File: config.mk
export PLATFORM = sky130hd
export DESIGN_NAME = dio_pair
export DESIGN_NICKNAME = d
export VERILOG_FILES = /design/src/dio_pkg.sv /design/src/dio_ctl_if.sv /design/src/dio_pair.sv /design/src/dio_store.sv
export SDC_FILE = /design/constraint.sdc
export NUM_CORES = 1
export LEC_CHECK = 0
export BUFFER_PORTS_ARGS = -buffer_cell sky130_fd_sc_hd__clkbuf_2
export CORE_UTILIZATION = 59
export DETAILED_ROUTE_END_ITERATION = 10
export GPL_ROUTABILITY_DRIVEN = 0
export PLACE_DENSITY_LB_ADDON = 0.12
export SYNTH_ARGS = -nofsm -noshare
export SYNTH_HDL_FRONTEND = slang
export SYNTH_SLANG_ARGS = --single-unit
File: constraint.sdc
create_clock -name pclk -period 3.3 [get_ports pclk]
set_clock_uncertainty 0.1 [all_clocks]
set_input_delay 0.825 -clock pclk [delete_from_list [all_inputs] [get_ports pclk]]
set_output_delay 0.825 -clock pclk [all_outputs]
set_load 0.02 [all_outputs]
File: src/dio_pkg.sv
// Purpose: Shared constants and types for the differential I/O pair block
// Assumes: One clock (pclk), APB register access, 32-bit data
// Notes:   Offsets are byte addresses of aligned words

package dio_pkg;

   // Register byte offsets
   localparam logic [11:0] OFF_CTRL   = 12'h000;
   localparam logic [11:0] OFF_DATA   = 12'h004;
   localparam logic [11:0] OFF_STATUS = 12'h008;

   // Control field positions
   localparam int CTRL_LATCH_BIT = 0;  // 1: transparent latch, 0: edge flip-flop
   localparam int CTRL_SYNC_BIT  = 1;  // 1: synchronous reset/set, 0: asynchronous
   localparam int CTRL_SETV_BIT  = 2;  // 1: set/preset, 0: reset/clear
   localparam int CTRL_OREG_BIT  = 3;  // 1: registered output path
   localparam int CTRL_ASYNC_BIT = 4;  // 1: pair is capable of asynchronous drive
   localparam int CTRL_GSR_BIT   = 5;  // Global set/reset request
   localparam int CTRL_SRIN_BIT  = 6;  // Set/reset input level

   // Data register field positions
   localparam int DATA_OUT_BIT = 0;    // Output data
   localparam int DATA_TRI_BIT = 1;    // 3-state control, 1 = high impedance
   localparam int DATA_OCE_BIT = 2;    // Output clock enable (shared with 3-state)
   localparam int DATA_ICE_BIT = 3;    // Input clock / gate enable

   // Reset values
   localparam logic [31:0] CTRL_RESET = 32'h0000_0008;
   localparam logic [31:0] DATA_RESET = 32'h0000_0006;

   // Storage element behaviour set
   typedef struct packed {
      logic latch;
      logic sync;
      logic setv;
   } dio_mode_t;

   // APB slave states
   typedef enum logic [1:0] {
      DIO_IDLE   = 2'b01,
      DIO_ACCESS = 2'b10
   } dio_apb_state_t;

endpackage

File: src/dio_ctl_if.sv
// Purpose: Shared control bundle for the pair's storage elements
// Assumes: One driver (top) and many storage elements
// Notes:   One source for storage mode and set/reset keeps both legs in step

`timescale 1ns/1ps

interface dio_ctl_if;
   dio_pkg::dio_mode_t mode;
   logic               global_set_reset;
   logic               sr_in;

   modport src
   (
      output mode,
      output global_set_reset,
      output sr_in
   );
   modport sink
   (
      input  mode,
      input  global_set_reset,
      input  sr_in
   );
endinterface

File: src/dio_pair.sv
// Purpose: Differential I/O pair with input, output and 3-state storage
// Assumes: Pins sampled synchronously to pclk; APB master per AMBA rules
// Notes:   Two-way pins split into input, output and output enable
//
// The register offsets and the APB register port were chosen for this implementation.

`timescale 1ns/1ps

// Function
// - Input storage only in true leg cell
// - Storage: flop or latch, enable, clear/preset/set/reset
// - Input takes true and complement, one output
// - Complement output inverse of true output, except on the registered path under local set/reset (sr_in), where both legs take the same value
// - Separate output register in each leg
// - Complement register receives inverted data
// - Output registers initialise to opposite values
// - Both legs share clock, enable, set/reset
// - Common 3-state control and enable for legs
// - Both 3-state registers initialise to same state
// - High impedance during global or local reset
// - 3-state register shares output clock enable
// - Bidirectional pair combines input and output paths
// - Unregistered output only on async-capable pairs
module dio_pair
(
   input  wire logic        pclk,
   input  wire logic        presetn,
   input  wire logic        psel,
   input  wire logic        penable,
   input  wire logic        pwrite,
   input  wire logic [11:0] paddr,
   input  wire logic [31:0] pwdata,
   output logic      [31:0] prdata,
   output logic             pready,
   output logic             pslverr,
   input  wire logic [7:0]  true_in,
   input  wire logic [7:0]  complement_input,
   output logic             true_out,
   output logic             true_oe,
   output logic             complement_output,
   output logic             complement_oe
);

   dio_ctl_if ctl ();

   logic [31:0]                  ctrl_reg;
   logic [31:0]                  ctrl_next;
   logic [31:0]                  data_reg;
   logic [31:0]                  data_next;
   logic [31:0]                  prdata_reg;
   logic [31:0]                  prdata_next;
   logic                         pready_reg;
   logic                         pslverr_reg;
   dio_pkg::dio_apb_state_t      state_reg;
   dio_pkg::dio_apb_state_t      state_next;
   logic                         true_out_reg;
   logic                         true_oe_reg;
   logic                         comp_out_reg;
   logic                         comp_oe_reg;

   logic                         rx_bit;
   logic                         in_q;
   logic                         out_true_q;
   logic                         out_comp_q;
   logic                         tri_true_q;
   logic                         tri_comp_q;
   logic                         output_clock_enable;
   logic                         ice;
   logic                         out_d;
   logic                         tri_d;
   logic                         use_reg;
   logic                         sr_active;
   logic                         drive_true;
   logic                         drive_comp;
   logic                         en_true;
   logic                         en_comp;
   logic                         wr_hit;
   logic                         rd_phase;
   logic                         addr_ok;
   logic                         sel_ctrl;
   logic                         sel_data;
   logic                         sel_status;
   logic [31:0]                  status_word;

   // Differential receiver on an 8-bit sampled level per leg
   assign rx_bit = (true_in > complement_input);

   // Shared control bundle: one source for both legs and all elements
   assign ctl.mode.latch = ctrl_reg[dio_pkg::CTRL_LATCH_BIT];
   assign ctl.mode.sync  = ctrl_reg[dio_pkg::CTRL_SYNC_BIT];
   assign ctl.mode.setv  = ctrl_reg[dio_pkg::CTRL_SETV_BIT];
   assign ctl.global_set_reset        = ctrl_reg[dio_pkg::CTRL_GSR_BIT];
   assign ctl.sr_in      = ctrl_reg[dio_pkg::CTRL_SRIN_BIT];

   assign output_clock_enable       = data_reg[dio_pkg::DATA_OCE_BIT];
   assign ice       = data_reg[dio_pkg::DATA_ICE_BIT];
   assign out_d     = data_reg[dio_pkg::DATA_OUT_BIT];
   assign tri_d     = data_reg[dio_pkg::DATA_TRI_BIT];
   assign sr_active = ctl.global_set_reset | ctl.sr_in;

   // Unregistered drive is only honoured on async-capable pairs
   assign use_reg = ctrl_reg[dio_pkg::CTRL_OREG_BIT] |
                    ~ctrl_reg[dio_pkg::CTRL_ASYNC_BIT];

   // Input storage lives in the true-leg cell only
   dio_store #(.INIT(1'b0)) u_in_true
   (
      .pclk    (pclk),
      .presetn (presetn),
      .ctl     (ctl),
      .en      (ice),
      .d       (rx_bit),
      .q       (in_q)
   );

   // Output data registers: one per leg, opposite power-up values
   dio_store #(.INIT(1'b0)) u_out_true
   (
      .pclk    (pclk),
      .presetn (presetn),
      .ctl     (ctl),
      .en      (output_clock_enable),
      .d       (out_d),
      .q       (out_true_q)
   );

   dio_store #(.INIT(1'b1)) u_out_comp
   (
      .pclk    (pclk),
      .presetn (presetn),
      .ctl     (ctl),
      .en      (output_clock_enable),
      .d       (~out_d),
      .q       (out_comp_q)
   );

   // 3-state registers: same enable as output data, same power-up state;
   // any set/reset parks them at Z until the next enabled edge reloads them
   dio_store #(.INIT(1'b1), .SR_INIT(1'b1)) u_tri_true
   (
      .pclk    (pclk),
      .presetn (presetn),
      .ctl     (ctl),
      .en      (output_clock_enable),
      .d       (tri_d),
      .q       (tri_true_q)
   );

   dio_store #(.INIT(1'b1), .SR_INIT(1'b1)) u_tri_comp
   (
      .pclk    (pclk),
      .presetn (presetn),
      .ctl     (ctl),
      .en      (output_clock_enable),
      .d       (tri_d),
      .q       (tri_comp_q)
   );

   // Complement leg data is the inverse of the true leg on the unregistered path
   assign drive_true = use_reg ? out_true_q : out_d;
   assign drive_comp = use_reg ? out_comp_q : ~out_d;

   // High impedance under any set/reset, else the 3-state value
   assign en_true = ~sr_active & ~(use_reg ? tri_true_q : tri_d);
   assign en_comp = ~sr_active & ~(use_reg ? tri_comp_q : tri_d);

   // Register decode shared by the write, read and error paths
   function automatic logic reg_hit(input logic [11:0] addr, input logic [11:0] offset);
      return addr == offset;
   endfunction

   // APB decode; one wait-free access phase
   assign sel_ctrl   = reg_hit(paddr, dio_pkg::OFF_CTRL);
   assign sel_data   = reg_hit(paddr, dio_pkg::OFF_DATA);
   assign sel_status = reg_hit(paddr, dio_pkg::OFF_STATUS);
   assign addr_ok    = sel_ctrl | sel_data | sel_status;
   assign wr_hit     = psel && penable && pready_reg && pwrite && addr_ok;
   assign rd_phase   = psel && !penable && !pwrite;

   // Status shows the pair's own state
   assign status_word = {26'h000_0000, en_comp, en_true, drive_comp,
                         drive_true, rx_bit, in_q};

   // Write path: registers change only at the access edge that shows pready,
   // so a request dropped after its setup cycle leaves them untouched
   assign ctrl_next = (wr_hit && sel_ctrl) ? pwdata : ctrl_reg;
   assign data_next = (wr_hit && sel_data) ? pwdata : data_reg;

   // Read data selected at setup, held through the access phase
   assign prdata_next = !rd_phase ? prdata_reg :
                        sel_ctrl                       ? ctrl_reg :
                        sel_data                       ? data_reg :
                        sel_status                     ? status_word :
                        32'h0000_0000;

   // Two-state slave: setup seen, then answer in the access phase
   always_comb
   begin
      state_next = state_reg;
      case (state_reg)
         dio_pkg::DIO_IDLE:
            if (psel && !penable)
               state_next = dio_pkg::DIO_ACCESS;
         dio_pkg::DIO_ACCESS:
            state_next = dio_pkg::DIO_IDLE;
         default:
            state_next = dio_pkg::DIO_IDLE;
      endcase
   end

   // Register file and bus answer
   always_ff @(posedge pclk or negedge presetn)
   begin
      if (!presetn)
      begin
         ctrl_reg    <= dio_pkg::CTRL_RESET;
         data_reg    <= dio_pkg::DATA_RESET;
         prdata_reg  <= 32'h0000_0000;
         pready_reg  <= 1'b0;
         pslverr_reg <= 1'b0;
         state_reg   <= dio_pkg::DIO_IDLE;
      end
      else
      begin
         ctrl_reg    <= ctrl_next;
         data_reg    <= data_next;
         prdata_reg  <= prdata_next;
         pready_reg  <= (state_next == dio_pkg::DIO_ACCESS);
         pslverr_reg <= (state_next == dio_pkg::DIO_ACCESS) && !addr_ok;
         state_reg   <= state_next;
      end
   end

   // Pin outputs re-timed so every top output comes from a flip-flop;
   // both legs move on the same edge, so complementarity is kept
   always_ff @(posedge pclk or negedge presetn)
   begin
      if (!presetn)
      begin
         true_out_reg <= 1'b0;
         comp_out_reg <= 1'b1;
         true_oe_reg  <= 1'b0;
         comp_oe_reg  <= 1'b0;
      end
      else
      begin
         true_out_reg <= drive_true;
         comp_out_reg <= drive_comp;
         true_oe_reg  <= en_true;
         comp_oe_reg  <= en_comp;
      end
   end

   assign prdata            = prdata_reg;
   assign pready            = pready_reg;
   assign pslverr           = pslverr_reg;
   assign true_out          = true_out_reg;
   assign complement_output = comp_out_reg;
   assign true_oe           = true_oe_reg;
   assign complement_oe     = comp_oe_reg;

endmodule

File: src/dio_store.sv
// Purpose: One configurable storage element of an I/O cell
// Assumes: Enable is a gate enable in latch mode, a clock enable otherwise
// Notes:   Latch mode is modelled as transparent while the enable is high

`timescale 1ns/1ps

module dio_store
#(
   parameter logic INIT    = 1'b0,
   parameter logic SR_INIT = 1'b0   // 1: every set/reset restores INIT (3-state cells)
)
(
   input  wire logic pclk,
   input  wire logic presetn,
   dio_ctl_if.sink   ctl,
   input  wire logic en,
   input  wire logic d,
   output logic      q
);

   logic q_reg;
   logic hold_sr;
   logic async_sr;
   logic sr_val;

   // Asynchronous set/reset acts at once; synchronous form waits for the edge
   assign async_sr = ctl.global_set_reset | (ctl.sr_in & ~ctl.mode.sync);
   assign hold_sr  = ctl.global_set_reset | ctl.sr_in;
   // 3-state cells park at INIT (Z) so released legs never drive equal levels
   assign sr_val   = SR_INIT ? INIT : ctl.mode.setv;

   // Global set/reset restores the power-up value; sr_in forces set or clear
   always_ff @(posedge pclk or negedge presetn)
   begin
      if (!presetn)
         q_reg <= INIT;
      else if (ctl.global_set_reset)
         q_reg <= INIT;
      else if (hold_sr)
         q_reg <= sr_val;
      else if (en)
         q_reg <= d;
   end

   // Latch mode passes data while enabled; flip-flop holds until the edge
   assign q = (ctl.mode.latch && en && !hold_sr) ? d :
              (async_sr && !ctl.global_set_reset) ? sr_val :
              (ctl.global_set_reset ? INIT : q_reg);

endmodule

==> results.md <==
* Status: finished clean
* N_diodes at 0
* Max H-tree Level at 3
* Global-route wire length before repair at 15950 um
* Synth cell types at 48
* Lkg Pwr at 2.862 nW
* Pwr/cell area at 434.0 nW/um^2
* Hold buffers post-CTS at 0
* Residual DRC at 0
* Setup violators final at 0
* Antenna viol nets, final at 0
* Initial Utilization at 61.78%
* Row count at 32
* Pins Over Slew Limit at 0
* Critical R2R Launch: ctrl_reg[6]
* Die width at 92.42 um
* Multi-input combinational cell area at 1902 sq um
* Die extent in y at 92.42 um
* Synth warn at 0
* R2R Setup Slk at 1.29 ns
* Detailed placer's ending HPWL at 6548 um
* Largest net degree at the start of global routing at 55
* Routed length per instance at 16.45 um
* CTS sink cnt at 107
* Headroom to the max-slew limit at 54.65%
* Worst hold path class: primary input to async pin
* Fin nets at 556
* Mapped Area at 4823 sq um
* Element type at the critical path end: register
* Syn Nets at 459
* Reg area at 2686 sq um
* Count of mapped cells out of synthesis at 386
* Synth top area share at 51.88%
* CP required at 3.45 ns
* Core outline area at 7807 sq um
* VDD IR-drop max at 0.0002739 V
* Resized Gates After CTS at 0
* Pre-antenna DRT Iters at 4
* Period utilization at 71.36%
* Syn Area/Cell at 12.50 sq um
* P&R area growth vs syn at 16.03%
* RSZ-0062 raised after global routing: false
* Dominant cells by area after synthesis: dfrtp_1, mux2_2, mux2_4, dfstp_2, a22oi_1
* Detailed Route WL at 9705 um
* Startpoint types: primary input
* Part of the Yosys area used for sequential elements at 55.69%
* Num CTS Buffers at 9
* Fin. Hold Viols at 0
* IO Pins at 103
* 1st-iter DRT viols at 144
* All-layer global routing usage at 24.15%
* Crit path arrival time at 2.51 ns
* Post-synth EDFFs at 0
* Synth area leader: dfrtp_1
* Vias in the first global route at 3244
* Setup TNS at 0 ns
* Least-Margin Pin Slew at 0.6802 ns
* Congestion Overflow GR at 0
* Fill cells at 576
* Buffers added on ports at 102
* Worst r2r dst: prdata[5]
* Post-CTS setup buffers at 0
* Root Buffer: clkbuf_8
* TritonCTS clock tree: yes
* Worst reg-to-reg path cell count at 5
* Crit path kind: primary input to register
* Crit path max fanout at 18
* Via-to-Cell Ratio at 5.654
* Period minus WS final at 2.355 ns
* Max Fclk at 424.7 MHz
* Main flop type after synthesis: dfrtp_1
* Post-place instance area at 5370 sq um
* MaxCap Viol Count at 0
* Post-synthesis register bit count at 107
* Share of cells above drive strength 1 at 39.14%
* CTS clock-pin slew for the worst setup and hold paths at 0.09 ns
* Initial antenna violation count at 0
* Routed vias at 3336
* Design area at 5597 sq um
* Worst-Skew Late Latency at 0.37 ns
* Die area at 8541 sq um
* Max Buffers Root-to-Sink at 2
* Post-synth ARST share at 100.0%
[worst max path at each step]
stage | startpoint | endpoint | slack [ns]
CTS | paddr[1] | data_reg[0] | 0.94
finish | paddr[1] | data_reg[0] | 0.95
detailed placement | paddr[1] | data_reg[22] | 0.56
global placement | paddr[9] | data_reg[0] | 0.60
global route | paddr[9] | data_reg[0] | 0.85
floorplan | paddr[1] | data_reg[22] | 0.86
[cell usage after synthesis (4+ instances only)]
library cell	number
dfstp_2	7
buf_6	4
mux2_4	20
a221oi_1	7
mux2i_1	5
mux2_1	10
a22oi_1	21
clkbuf_1	8
mux2_2	31
inv_1	15
o21ai_0	28
a21oi_1	16
buf_2	6
dfrtp_1	100
nor2_1	24
ha_1	8
nand2_1	31
[layer usage]
layer,global-route usage (%),wire length (um),vias to the layer above
met1,34.97,4620,1651
met5,0,0,-
met3,4.105,484,11
li1,-,-,1573
met2,37.28,4494,101
met4,7.943,104,0
[area by class of cell]
type / count / share of cell area, %
inverters: 15 / 1.006
repair buffers: 110 / 10.69
well taps: 102 / 2.280
flip-flops and latches: 107 / 48.00
clock buffers: 11 / 2.526
clock inverters: 5 / 1.520
multi-input cells: 240 / 33.98
[report_power, final]
| group | leakage [nW] | switching [mW] | internal, mW |
|---|---|---|---|
| logic | 1.33 | 0.121 | 0.0727 |
| registers | 1.42 | 0.0134 | 1.33 |
| clock network | 0.110 | 0.436 | 0.453 |
| total | 2.86 | 0.570 | 1.86 |
[worst max-delay path: stages]
cell,delay (ns)
clkbuf_2,0.10
nor4_4,0.40
and2b_1,0.20
and3_1,0.17
and2_2,0.15
buf_4,0.28
mux2_2,0.37
[logic make-up after synthesis]
group                      count (synthesis)  synth area share [%]
and+or+nand+nor                           79                 8.846
DFF                                      107                 55.69
buffers and inverters                     39                 4.954
adders and majority gates                  8                 2.075
muxes                                     66                 16.84
AOI/OAI and AO/OA                         87                 11.60
[cells in the final DEF (no fill, tap or decap), types with 3 or more instances in the layout]
| cell | synthesis | routed |
|---|---|---|
| a21oi_1 | 16 | 16 |
| a221oi_1 | 7 | 7 |
| a22oi_1 | 21 | 21 |
| buf_4 | 3 | 7 |
| clkbuf_2 | 0 | 101 |
| clkbuf_8 | 0 | 10 |
| dfrtp_1 | 100 | 100 |
| dfstp_2 | 7 | 7 |
| ha_1 | 8 | 8 |
| inv_1 | 15 | 15 |
| mux2_1 | 10 | 10 |
| mux2_2 | 31 | 31 |
| mux2_4 | 20 | 20 |
| mux2i_1 | 5 | 5 |
| nand2_1 | 31 | 31 |
| nand4_1 | 3 | 3 |
| nor2_1 | 24 | 23 |
| o21ai_0 | 28 | 28 |
| o31ai_1 | 3 | 3 |
[metrics by stage]
stage	total power [mW]	setup slack [ns]	instances	utilization [%]	hold slack (ns)
floorplan	1.453	0.8644	386	-	0.3590
global route	2.522	0.8473	590	71.68	0.4092
CTS	2.451	0.9352	590	71.68	0.3935
global placement	1.561	0.6043	574	68.78	0.3606
detailed placement	1.568	0.5608	574	68.78	0.3697
finish	2.429	0.9452	590	71.68	0.3849
Power figures use the tool's default switching activity.
